==> src/common/agb_consts.svh <==
// Constants for the amplifier gain and buffer control block
`ifndef AGB_CONSTS_SVH
`define AGB_CONSTS_SVH
// Register byte addresses
`define AGB_ADDR_GAIN 6'h00
`define AGB_ADDR_SW 6'h04
`define AGB_ADDR_CLK 6'h08
`define AGB_ADDR_BUFFER_HOLD_TIME 6'h0C
`define AGB_ADDR_ERR 6'h10
`define AGB_ADDR_CFG 6'h14
`define AGB_ADDR_CMD 6'h18
`define AGB_ADDR_SUPP 6'h2C
// Field positions and widths
`define AGB_GAIN_LSB 3
`define AGB_GAIN_W 4
`define AGB_MUX_W 3
`define AGB_CMD_BUF_BIT 5
`define AGB_OSF_BIT 7
`define AGB_EXTCLK_BIT 0
`define AGB_LTD_BIT 0
`define AGB_NOSUPP_BIT 1
`define AGB_BUFFER_ACTIVE_FLAG_BIT 5
// Reset values
`define AGB_GAIN_RST 4'hA
`define AGB_MUX_RST 3'h0
`define AGB_BUFFER_HOLD_TIME_RST 8'h0F
`define AGB_SUPP_RST 8'h04
`define AGB_SW_RST 12'h000
// Highest legal gain code (1/8 attenuation)
`define AGB_GAIN_MAX 4'hA
// Clock figures
`define AGB_SYS_HZ 20000000
`define AGB_INT_HZ 1000000
`define AGB_CHOP_HZ 250000
`define AGB_INT_DIV (`AGB_SYS_HZ / `AGB_INT_HZ)
`define AGB_CHOP_DIV (`AGB_INT_HZ / `AGB_CHOP_HZ)
// Buffer time unit: device clock ticks per field step
`define AGB_BUF_UNIT 8
`endif

==> src/common/agb_pkg.sv <==
// Types for the amplifier gain and buffer control block
package agb_pkg;
    typedef struct packed {
        logic output_stage_fault;
        logic clamp_conduction;
        logic gain_overload;
        logic amp_output_clip;
        logic input_overvoltage;
    } agb_err_s;
    typedef enum logic [1:0] {
        AGB_BUF_IDLE,
        AGB_BUF_RUN
    } agb_buf_e;
endpackage

==> src/verilog/agb_ctrl.sv <==
// Amplifier gain, switch, current buffer and error flag control
//
// Operation
// each input switch opens or closes individually from a host written bit
// four buffer path switches follow buffer active state, not host bits
// chopper clock 250 kHz from internal 1 MHz; external clock selectable
// register 0 byte holds gain code and external multiplexer address
// gain code selects one of eleven binary steps 128 down to 1/8
// gain resets to the one-eighth attenuation code
// output stage factor selectable unity or larger fixed factor
// output stage factor resets to unity
// buffer turns off after duration from register 3 time field
// command byte bit 5 activates the current buffer
// buffer trigger input (general pin 4) also starts the buffer
// buffer active status reads high while buffer is on
// separate flags for overvoltage, amplifier clipping, gain overload
// clamp conduction flag when current entered the input clamp
// output fault flag on output rail clip or overcurrent
// host should start the buffer with each multiplexer or switch change
// flags latch until cleared unless latch disable makes them live
// error sensors filtered by suppression delay from register 11
// error signals suppressed while buffer is active
// buffer timer counts device clock and restarts on a new trigger
//
// Decided for this implementation: the address map and the Avalon-MM interface to the registers.
`timescale 1ns/1ns
`include "agb_consts.svh"
`default_nettype none
module agb_ctrl #(
    parameter int SW_N = 12,
    parameter int BUF_UNIT = `AGB_BUF_UNIT
)(
    // Clock and reset
    input wire logic sys_clk,
    input wire logic rst,
    // Avalon-MM slave
    input wire logic [5:0] avs_address,
    input wire logic avs_read,
    input wire logic avs_write,
    input wire logic [31:0] avs_writedata,
    input wire logic [3:0] avs_byteenable,
    output logic [31:0] avs_readdata,
    output logic avs_waitrequest,
    // Clock pins
    input wire logic ext_clk_in,
    output logic chopper_clk,
    // Buffer trigger and switch drive
    input wire logic buffer_trigger_input,
    output logic buffer_active_flag,
    output logic buffered_main_switch_one,
    output logic buffered_main_switch_two,
    output logic buffered_alt_switch_one,
    output logic buffered_alt_switch_two,
    output logic [SW_N-1:0] switch_ctl,
    // Analog settings
    output logic [3:0] gain_code,
    output logic [2:0] mux_addr,
    output logic out_factor_sel,
    // Raw error sensors and error flag outputs
    input wire agb_pkg::agb_err_s err_sense,
    output agb_pkg::agb_err_s err_flags
);

    // ************************************************************
    // Register storage
    // ************************************************************
    logic [3:0] gain_ff;
    logic [2:0] mux_ff;
    logic osf_ff;
    logic [SW_N-1:0] sw_ff;
    logic extclk_ff;
    logic [7:0] buffer_hold_time_ff;
    logic [7:0] supp_ff;
    logic ltd_ff;
    logic nosupp_ff;
    logic ack_ff;
    logic [31:0] rdata_ff;
    logic [4:0] err_clr;
    logic cmd_start;
    logic wr_go;
    logic rd_go;
    logic [4:0] live_err;
    logic [4:0] err_ff;
    // One wait cycle per access: a write acts at the edge that sees ack_ff set
    assign wr_go = avs_write && ack_ff;
    // Read data is loaded a cycle early so it already stands at the answer edge
    assign rd_go = avs_read && !ack_ff;
    // Acknowledge is set for the single cycle after a request is first seen
    always_ff @(posedge sys_clk)
    begin
        if (rst)
            ack_ff <= 1'b0;
        else
            ack_ff <= (avs_read || avs_write) && !ack_ff;
    end
    // Waitrequest high until the answer edge
    always_ff @(posedge sys_clk)
    begin
        if (rst)
            avs_waitrequest <= 1'b1;
        else
            avs_waitrequest <= !((avs_read || avs_write) && !ack_ff);
    end
    // Gain and multiplexer byte, with output stage factor bit
    always_ff @(posedge sys_clk)
    begin
        if (rst)
        begin
            gain_ff <= `AGB_GAIN_RST;
            mux_ff <= `AGB_MUX_RST;
            osf_ff <= 1'b0;
        end
        else if (wr_go && avs_address == `AGB_ADDR_GAIN && avs_byteenable[0])
        begin
            // Out-of-range codes are ignored so the gain never leaves the table
            if (avs_writedata[`AGB_GAIN_LSB +: `AGB_GAIN_W] <= `AGB_GAIN_MAX)
                gain_ff <= avs_writedata[`AGB_GAIN_LSB +: `AGB_GAIN_W];
            mux_ff <= avs_writedata[`AGB_MUX_W-1:0];
            osf_ff <= avs_writedata[`AGB_OSF_BIT];
        end
    end
    // Input switch bits, one per switch
    always_ff @(posedge sys_clk)
    begin
        if (rst)
            sw_ff <= `AGB_SW_RST;
        else if (wr_go && avs_address == `AGB_ADDR_SW)
            sw_ff <= avs_writedata[SW_N-1:0];
    end
    // Clock select, buffer time, suppression delay, configuration
    always_ff @(posedge sys_clk)
    begin
        if (rst)
        begin
            extclk_ff <= 1'b0;
            buffer_hold_time_ff <= `AGB_BUFFER_HOLD_TIME_RST;
            supp_ff <= `AGB_SUPP_RST;
            ltd_ff <= 1'b0;
            nosupp_ff <= 1'b0;
        end
        else if (wr_go && avs_byteenable[0])
        begin
            if (avs_address == `AGB_ADDR_CLK)
                extclk_ff <= avs_writedata[`AGB_EXTCLK_BIT];
            else if (avs_address == `AGB_ADDR_BUFFER_HOLD_TIME)
                buffer_hold_time_ff <= avs_writedata[7:0];
            else if (avs_address == `AGB_ADDR_SUPP)
                supp_ff <= avs_writedata[7:0];
            else if (avs_address == `AGB_ADDR_CFG)
            begin
                ltd_ff <= avs_writedata[`AGB_LTD_BIT];
                nosupp_ff <= avs_writedata[`AGB_NOSUPP_BIT];
            end
        end
    end
    // Command byte strobe and write-one-to-clear of error flags
    assign cmd_start = wr_go && avs_address == `AGB_ADDR_CMD
        && avs_writedata[`AGB_CMD_BUF_BIT];
    assign err_clr = (wr_go && avs_address == `AGB_ADDR_ERR) ? avs_writedata[4:0] : 5'h00;

    // ************************************************************
    // Device clock and chopper clock
    // ************************************************************
    logic [4:0] int_cnt_ff;
    logic int_tick_ff;
    logic ext_d_ff;
    logic ext_tick;
    logic dev_tick;
    logic [1:0] chop_cnt_ff;
    // Internal 1 MHz tick from the system clock
    always_ff @(posedge sys_clk)
    begin
        if (rst)
        begin
            int_cnt_ff <= 5'h00;
            int_tick_ff <= 1'b0;
        end
        else if (int_cnt_ff == 5'(`AGB_INT_DIV - 1))
        begin
            int_cnt_ff <= 5'h00;
            int_tick_ff <= 1'b1;
        end
        else
        begin
            int_cnt_ff <= int_cnt_ff + 5'h01;
            int_tick_ff <= 1'b0;
        end
    end
    // External clock rising edge; pin is taken as synchronous
    always_ff @(posedge sys_clk)
    begin
        if (rst)
            ext_d_ff <= 1'b0;
        else
            ext_d_ff <= ext_clk_in;
    end
    assign ext_tick = ext_clk_in && !ext_d_ff;
    assign dev_tick = extclk_ff ? ext_tick : int_tick_ff;
    // Chopper clock toggles every other device tick: 1 MHz / 4
    always_ff @(posedge sys_clk)
    begin
        if (rst)
        begin
            chop_cnt_ff <= 2'h0;
            chopper_clk <= 1'b0;
        end
        else if (dev_tick)
        begin
            chop_cnt_ff <= chop_cnt_ff + 2'h1;
            if (chop_cnt_ff[0])
                chopper_clk <= !chopper_clk;
        end
    end

    // ************************************************************
    // Current buffer engine
    // ************************************************************
    agb_pkg::agb_buf_e buf_st_ff;
    logic [15:0] buf_cnt_ff;
    logic trig_d_ff;
    logic buf_start;

    // Trigger pin edge or command bit starts the buffer
    always_ff @(posedge sys_clk)
    begin
        if (rst)
            trig_d_ff <= 1'b0;
        else
            trig_d_ff <= buffer_trigger_input;
    end
    assign buf_start = cmd_start || (buffer_trigger_input && !trig_d_ff);
    // Buffer state and duration timer in device clock ticks
    always_ff @(posedge sys_clk)
    begin
        if (rst)
        begin
            buf_st_ff <= agb_pkg::AGB_BUF_IDLE;
            buf_cnt_ff <= 16'h0000;
        end
        else if (buf_start)
        begin
            // A new trigger restarts the full duration
            buf_st_ff <= agb_pkg::AGB_BUF_RUN;
            buf_cnt_ff <= 16'((buffer_hold_time_ff + 9'h001) * BUF_UNIT);
        end
        else
        begin
            case (buf_st_ff)
                agb_pkg::AGB_BUF_IDLE:
                    buf_cnt_ff <= 16'h0000;
                agb_pkg::AGB_BUF_RUN:
                    if (dev_tick)
                    begin
                        if (buf_cnt_ff == 16'h0001)
                            buf_st_ff <= agb_pkg::AGB_BUF_IDLE;
                        buf_cnt_ff <= buf_cnt_ff - 16'h0001;
                    end
                default:
                    buf_st_ff <= agb_pkg::AGB_BUF_IDLE;
            endcase
        end
    end
    // Status and buffer path switches follow the buffer state
    always_ff @(posedge sys_clk)
    begin
        if (rst)
        begin
            buffer_active_flag <= 1'b0;
            buffered_main_switch_one <= 1'b0;
            buffered_main_switch_two <= 1'b0;
            buffered_alt_switch_one <= 1'b0;
            buffered_alt_switch_two <= 1'b0;
        end
        else
        begin
            buffer_active_flag <= buf_start || buf_st_ff == agb_pkg::AGB_BUF_RUN;
            buffered_main_switch_one <= buf_start || buf_st_ff == agb_pkg::AGB_BUF_RUN;
            buffered_main_switch_two <= buf_start || buf_st_ff == agb_pkg::AGB_BUF_RUN;
            buffered_alt_switch_one <= buf_start || buf_st_ff == agb_pkg::AGB_BUF_RUN;
            buffered_alt_switch_two <= buf_start || buf_st_ff == agb_pkg::AGB_BUF_RUN;
        end
    end

    // ************************************************************
    // Error filtering and flags
    // ************************************************************
    genvar gi;
    generate
        for (gi = 0; gi < 5; gi++)
        begin : g_err
            logic [7:0] flt_ff;
            logic sense;
            assign sense = err_sense[gi] && (nosupp_ff || !buffer_active_flag);
            // Sensor must stay high for the suppression delay in device ticks
            always_ff @(posedge sys_clk)
            begin
                if (rst || !sense)
                    flt_ff <= 8'h00;
                else if (dev_tick && flt_ff != supp_ff)
                    flt_ff <= flt_ff + 8'h01;
            end
            assign live_err[gi] = sense && flt_ff == supp_ff;
            // Set wins over a clear in the same cycle
            always_ff @(posedge sys_clk)
            begin
                if (rst)
                    err_ff[gi] <= 1'b0;
                else if (ltd_ff)
                    err_ff[gi] <= live_err[gi];
                else if (live_err[gi])
                    err_ff[gi] <= 1'b1;
                else if (err_clr[gi])
                    err_ff[gi] <= 1'b0;
            end
        end
    endgenerate
    assign err_flags = err_ff;

    // ************************************************************
    // Read data and settings outputs
    // ************************************************************
    always_ff @(posedge sys_clk)
    begin
        if (rst)
            rdata_ff <= 32'h00000000;
        else if (rd_go)
        begin
            if (avs_address == `AGB_ADDR_GAIN)
                rdata_ff <= {24'h000000, osf_ff, gain_ff, mux_ff};
            else if (avs_address == `AGB_ADDR_SW)
                rdata_ff <= 32'(sw_ff);
            else if (avs_address == `AGB_ADDR_CLK)
                rdata_ff <= {31'h00000000, extclk_ff};
            else if (avs_address == `AGB_ADDR_BUFFER_HOLD_TIME)
                rdata_ff <= {24'h000000, buffer_hold_time_ff};
            else if (avs_address == `AGB_ADDR_ERR)
                rdata_ff <= {26'h0000000, buffer_active_flag, err_ff};
            else if (avs_address == `AGB_ADDR_CFG)
                rdata_ff <= {30'h00000000, nosupp_ff, ltd_ff};
            else if (avs_address == `AGB_ADDR_CMD)
                rdata_ff <= {26'h0000000, buffer_active_flag, 5'h00};
            else if (avs_address == `AGB_ADDR_SUPP)
                rdata_ff <= {24'h000000, supp_ff};
            else
                rdata_ff <= 32'h00000000;
        end
    end
    assign avs_readdata = rdata_ff;
    // Settings driven to the analog section
    always_ff @(posedge sys_clk)
    begin
        if (rst)
        begin
            gain_code <= `AGB_GAIN_RST;
            mux_addr <= `AGB_MUX_RST;
            out_factor_sel <= 1'b0;
            switch_ctl <= `AGB_SW_RST;
        end
        else
        begin
            gain_code <= gain_ff;
            mux_addr <= mux_ff;
            out_factor_sel <= osf_ff;
            switch_ctl <= sw_ff;
        end
    end

endmodule
`default_nettype wire

==> config.mk <==
export PLATFORM = sky130hd
export DESIGN_NAME = agb_ctrl
export DESIGN_NICKNAME = d
export VERILOG_FILES = /design/src/common/agb_pkg.sv /design/src/verilog/agb_ctrl.sv
export VERILOG_INCLUDE_DIRS = /design/src /design/src/common
export SDC_FILE = /design/constraint.sdc
export NUM_CORES = 1
export LEC_CHECK = 0
export ABC_CLOCK_PERIOD_IN_PS = 5800
export BUFFER_PORTS_ARGS = -buffer_cell sky130_fd_sc_hd__clkbuf_2
export CORE_MARGIN = 3
export CORE_UTILIZATION = 61
export DETAILED_ROUTE_END_ITERATION = 16
export HOLD_SLACK_MARGIN = 0.02
export PLACE_DENSITY = 0.91
export SYNTH_ARGS = -nofsm -noshare
export SYNTH_HDL_FRONTEND = slang
export SYNTH_SLANG_ARGS = --single-unit
==> constraint.sdc <==
create_clock -name sys_clk -period 5.8 [get_ports sys_clk]
set_clock_uncertainty 0.15 [all_clocks]
set_input_delay 1.16 -clock sys_clk [delete_from_list [all_inputs] [get_ports sys_clk]]
set_output_delay 1.16 -clock sys_clk [all_outputs]
set_load 0.01 [all_outputs]
[Word level (Yosys, flattened, before mapping)]
Index checks and enable logic that the tools add are counted.
Operators by class
  reductions and logical operators: 68
  muxes and demuxes: 33
  bitwise operators: 4
  magnitude comparators: 1
  add/sub/neg operators: 9
  eq/ne operators: 25
Operators with widths (number)
  2-to-1 mux 8 bit: 6
  adder 8 x 1 -> 8 bit (second input constant): 5
  == test 8 bit: 5
  inequality test 8 bit: 5
  2-to-1 mux 16 bit: 2
  one-hot mux 16 bit (2 select lines): 1
  logical AND 1 bit: 27
  2-to-1 mux 12 bit: 2
  == test 6 x 5 -> 1 bit (second input constant): 3
  2-to-1 mux 1 bit: 18
  nonzero test 3 bit: 6
  == test 16 x 1 -> 1 bit (second input constant): 1
  subtractor 16 x 1 -> 16 bit (second input constant): 1
  == test 6 x 4 -> 1 bit (second input constant): 2
  zero test 1 bit: 11
  AND reduction 2 bit: 5
  adder 8 x 1 -> 9 bit (second input constant): 1
  logical OR 1 bit: 9
  AND reduction 3 bit: 3
  == test 6 x 3 -> 1 bit (second input constant): 1
  == test 6 bit (second input constant): 1
  zero test 6 bit: 1
  inequality test 2 bit (second input constant): 3
  inequality test 3 bit (second input constant): 2
  14 further kinds: 19
Storage, ports and cells
  bits of input ports: 53
  output and inout port bits: 64
  register bits after elaboration: 168
  word-level logic and storage cells: 177

[Longest topological paths before layout]
  depth in word-level cells: 9
  mapped depth: 7
  gate-level depth less buffers: 7

[Worst setup path after synthesis]
OpenSTA, ideal clock, no wires.
  path type: input to register
  from: input avs_address[1]
  to: register buf_cnt_ff[6]
  library setup time: 0.080 ns
  data arrival time: 2.561 ns
  data required time: 5.570 ns
  path buffers: 1
  path slack: 3.010 ns
  stages on the path: 6
  cells stage by stage: or4b_1 -> buf_6 -> o31a_1 -> nand3_2 -> o22ai_2 -> a211oi_2
On the way
  cells in the longest elaborated chain, start to end: 6
  elaborated cells between the ends (all ways): 8
  those cells by class: eq/ne: 2; mux: 1; reduce/logical: 5
RTL lines
  start, declared: line agb_ctrl.sv:37  | input wire logic [5:0] avs_address,
  == test 6 x 5 -> 1 bit (no source line) *
  logical AND 1 bit (no source line) *
  logical AND 1 bit *: line agb_ctrl.sv:157  | assign cmd_start = wr_go && avs_address == `AGB_ADDR_CMD
  logical OR 1 bit *: line agb_ctrl.sv:231  | assign buf_start = cmd_start || (buffer_trigger_input && !trig_d_ff);
  inequality test 3 bit (no source line) or nonzero test 3 bit (tied branches)
  AND reduction 2 bit (no source line)
  end signal, assigned: line agb_ctrl.sv:244  | buf_cnt_ff <= 16'((buffer_hold_time_ff + 9'h001) * BUF_UNIT);
  end signal, assigned: line agb_ctrl.sv:256  | buf_cnt_ff <= buf_cnt_ff - 16'h0001;
  end, declared: line agb_ctrl.sv:219  | logic [15:0] buf_cnt_ff;
Every way passes the cells marked *; elsewhere a longest branch is shown, timed or not.
A chain may end at the register's enable or synchronous reset.

[Final worst setup path]
  from: input ext_clk_in
  to: register g_err[0].flt_ff[7]
On the way
  cells in the longest elaborated chain, start to end: 3
RTL lines
  start, declared: line agb_ctrl.sv:45  | input wire logic ext_clk_in,
  logical AND 1 bit: line agb_ctrl.sv:197  | assign ext_tick = ext_clk_in && !ext_d_ff;
  2-to-1 mux 1 bit: line agb_ctrl.sv:198  | assign dev_tick = extclk_ff ? ext_tick : int_tick_ff;
  logical AND 1 bit: line agb_ctrl.sv:299  | else if (dev_tick && flt_ff != supp_ff)
  end signal, assigned: line agb_ctrl.sv:300  | flt_ff <= flt_ff + 8'h01;
  end, declared: line agb_ctrl.sv:291  | logic [7:0] flt_ff;
No other way between the ends.

==> out/results.txt <==
CTS placed an instance of clkbuf_16 at the clock tree root. The routed design has 18300 µm of wire. The tools report the clock latency at the later pin of the worst-skew pair as 0.42 ns. Setup repair after global routing left no endpoint under its margin. The worst setup path is captured at a flop. The die area came out at 13000 µm². The vertical die dimension is 114.0 µm.

Clock input transition at the sequential cells of the worst setup and hold paths: 0.06 ns. Count of nets after finishing: 905. Area share of the largest cell type after synthesis: 41.07%.

The area growth from synthesis to layout is 12.62%. The logs give 0 for the number of antenna repair diodes and 146 for the TritonCTS sink count. Of the cells placed in the final design, the portion with a size suffix greater than 1 is 16.49%. Dividing total power by cell area gives a power density of 284.3 nW/µm². The worst path in the final design needs a cycle of 3.140 ns, including I/O delays and setup. The tools report the type of element launching the critical path as an input pin.

For this block, the via count after detailed routing is 6182. The initial DRC count was 547; the global-route wire length before repair was 28980 µm. A synthesized cell averages 8.997 µm². The run gives 44.8% as the share of total power in sequential cells.

The largest area contributor in the synthesized netlist was dfxtp_1. The startpoint identified for the worst hold timing path is int_cnt_ff[0]$_SDFF_PP0_. Across all register-to-register paths, the minimum setup slack is 3.02 ns.

For the number of slew-limit violations in the final report, the log shows 0. The mean number of vias per cell was 6.213; the count of synthesis-stage warnings from yosys was 0. For the number of distinct library cells after synthesis, the log shows 73.

In the finished design, the share of the clock period the worst path needs comes to 54.13%. Of the total power, the clock network draws 49.8%. The main flop type after synthesis is dfxtp_1. The post-synthesis cell count is 791. Final core utilization: 72.04%. Layer carrying the most global-route usage: met2.

Across all hold checks on the routed design, the worst slack comes to 0.3045 ns. The die is 114.0 µm wide. Arrival time of the worst setup path: 3.34 ns. For this run, global-route usage on met1 was measured as 35.36%. For the number of CTS-inserted buffers, the log shows 17. Among all cell types in the netlist, the one instantiated most often is dfxtp_1. The transition time at the pin with the least slew margin was 1.020 ns. The power share of the combinational group was 5.4%. The endpoint identified for the worst register-to-register timing path is g_err[0].flt_ff[7]$_SDFFE_PP0P_.

The number of synthesized register bits is 146, and the cell area after synthesis is 7117 µm². Net switching is 22.76% of the power. The H-tree was split into 4 levels.

Global routing consumed, on the met3 layer, 7.109% of the routing resources. By area the synthesized netlist is led by dfxtp_1, xnor2_1, mux2i_1. In this run the standard cell core region covers 11130 µm². The met2 capacity usage during global routing is 44.11%. The share of flip-flops with an asynchronous set or reset was 0%. The run gives 41.07% as the post-synthesis sequential area ratio. The category of the critical setup timing path was in2reg. The number of max-cap violations is 0. The layout has 778 filler cells. The number of nets still failing antenna checks after routing is 0, and the total negative setup slack is 0 ns.

Timing would allow up to 318.5 MHz. At the end of routability-driven placement, the weighted congestion stood at 0.9134. The run gives 0.5188 mW as the net switching component of the power. 117 I/O pins were placed. Tracing the worst setup path back leads to its startpoint at ext_clk_in.

The beginning of the worst register-to-register path was extclk_ff$_SDFFE_PP0P_. The number of global-route vias before repair came out at 5906. Setup violations remaining at the end of the flow were counted as 0. The worst register-to-register path has a depth of 5.

Cell with the largest stage delay on the worst path: nand2_1. The HPWL after detailed placement is 11950 µm. In this run the core area contains 38 standard-cell rows. The DRC violations left is 0, and the largest stage delay on the critical path is 0.62 ns. Of all nets on the critical path, the largest fanout is 20. For this run the aggregate overflow at the end of global routing stands at 0. Buffers placed on the I/O ports in this run total 73. The number of antenna violations at the first check in global routing is 0, and the number of enable-type register cells in the synthesized netlist is 0. Leaving out filler cells and counting taps, the final layout contains 995.

The post-cts resize count is 0. The tightest min-delay check is of the reg2reg type. For the maximum number of pins on one net before global-route repair, the log shows 78. Buffers added to address setup during post-CTS repair amount to 0. For the final-report hold violation count, the log shows 0. The flow ran to the end, and the final reports show no timing, DRC or antenna violations. The clock passes through at most 2 buffers. After detailed routing, the average wire length per cell comes to 18.39 µm.

After synthesis, the most frequently instantiated cells are dfxtp_1, nor2_1, nand2_1, xnor2_1, a21oi_1. After clock tree synthesis, the flow added hold-fix buffers numbering 0. The most critical setup path has its endpoint at g_err[0].flt_ff[7]$_SDFFE_PP0P_. For this run, the total global-route usage over all layers was measured as 27.84%. Before antenna repair, the detailed router went through 6 iterations. For the required time reported for the critical path endpoint, the log shows 6.00 ns.

For the normalized max-slew margin, the log shows 31.94%. The internal power was 1.760 mW; the leakage component of the power was 3.116 nW. VDD sags by at most 270.4 µV. The run gives 63.97% as the starting utilization of the core area.

Traced cell by cell, the critical path runs through clkbuf_2 > nand3b_1 > nand2_1 > o21ai_1 > or4_1 > a21oi_1. The number of placed instances, taps included, is 964. TritonCTS built the clock tree.
-- worst max-delay path, delay by kind of cell --
| kind | cells | cell delay (ns) |
|---|---|---|
| buffers and inverters | 1 | 0.09 |
| AO/OA/AOI/OAI | 2 | 0.65 |
| AND/OR/NAND/NOR | 3 | 1.42 |
-- sequential cells by signal (all words and copies together) (netlist names), 3 cells and up --
name,flops
supp_ff,8
gain_code,4
err_flags,5
avs_readdata,12
gain_ff,4
buf_cnt_ff,16
mux_addr,3
sw_ff,12
buffer_hold_time_ff,8
mux_ff,3
g_err.flt_ff,40
int_cnt_ff,5
switch_ctl,12
-- placed cells by master, fill, tap and decap left out, drive strengths merged, types with 5 or more instances in the layout --
cell type,count
nor2,88
clkbuf,93
a31o,7
or4,12
o21ai,16
xor2,29
o31ai,5
mux2i,38
a211oi,16
nand4b,5
nand4,11
a221oi,7
dfxtp,146
and3,7
nand2,63
o211ai,8
nor4,10
nand2b,6
a22oi,5
and2,11
ha,9
nand3,34
conb,20
xnor2,45
or3,10
nor2b,21
inv,17
a21oi,41
nor3,12
-- through the flow --
stage	power [mW]	setup WS (ns)	cell area, µm²
finish	2.279	2.660	8015
CTS	2.280	2.691	8015
global placement	1.157	2.348	7396
global route	2.340	2.528	8015
detailed placement	1.160	2.253	7396
floorplan	1.134	3.010	7188
-- worst min-delay path by stage --
stage / endpoint / slack, ns / cells past startpoint
3_3_place_gp: int_cnt_ff[0]$_SDFF_PP0_ / 0.28 / 1
2_1_floorplan: int_cnt_ff[0]$_SDFF_PP0_ / 0.27 / 1
3_5_place_dp: avs_readdata[5]$_SDFFE_PP0P_ / 0.30 / 2
4_1_cts: int_cnt_ff[0]$_SDFF_PP0_ / 0.31 / 1
5_1_grt: int_cnt_ff[0]$_SDFF_PP0_ / 0.32 / 1
6_report: int_cnt_ff[0]$_SDFF_PP0_ / 0.30 / 1
-- cell families after synthesis --
group,after synthesis,synth area share [%]
AND/OR/NAND/NOR,302,22.22
flip-flops,146,41.07
AO/OA/AOI/OAI,143,14.79
buffers and inverters,78,5.837
XOR/XNOR,74,9.107
multiplexers,38,5.345
adder cells (fa/ha/maj),9,1.582
other,1,0.05269
-- cell type report --
cell class,count,area (µm²),area share (%)
Clock buffer,20,466.7,5.823
Multi-Input combinational cell,586,3850,48.03
Timing Repair Buffer,76,387.9,4.839
Sequential cell,146,2923,36.47
Clock inverter,11,152.6,1.904
Inverter,16,60.06,0.7493
Tap cell,140,175.2,2.185
-- per-layer routing --
layer	routed length, µm	share of wire [%]
met5	0	0
met3	1639	9.0
met2	8744	48
met4	681	3.7
met1	7235	40
-- power by group through the flow --
stage	registers, mW	clock network, mW	logic, mW
6_report	1.02	1.13	0.122
5_1_grt	1.02	1.19	0.131
4_1_cts	1.02	1.14	0.119
3_5_place_dp	1.04	0	0.117
3_3_place_gp	1.04	0	0.115
2_1_floorplan	1.04	0	0.0937
Power figures use the tool's default switching activity.
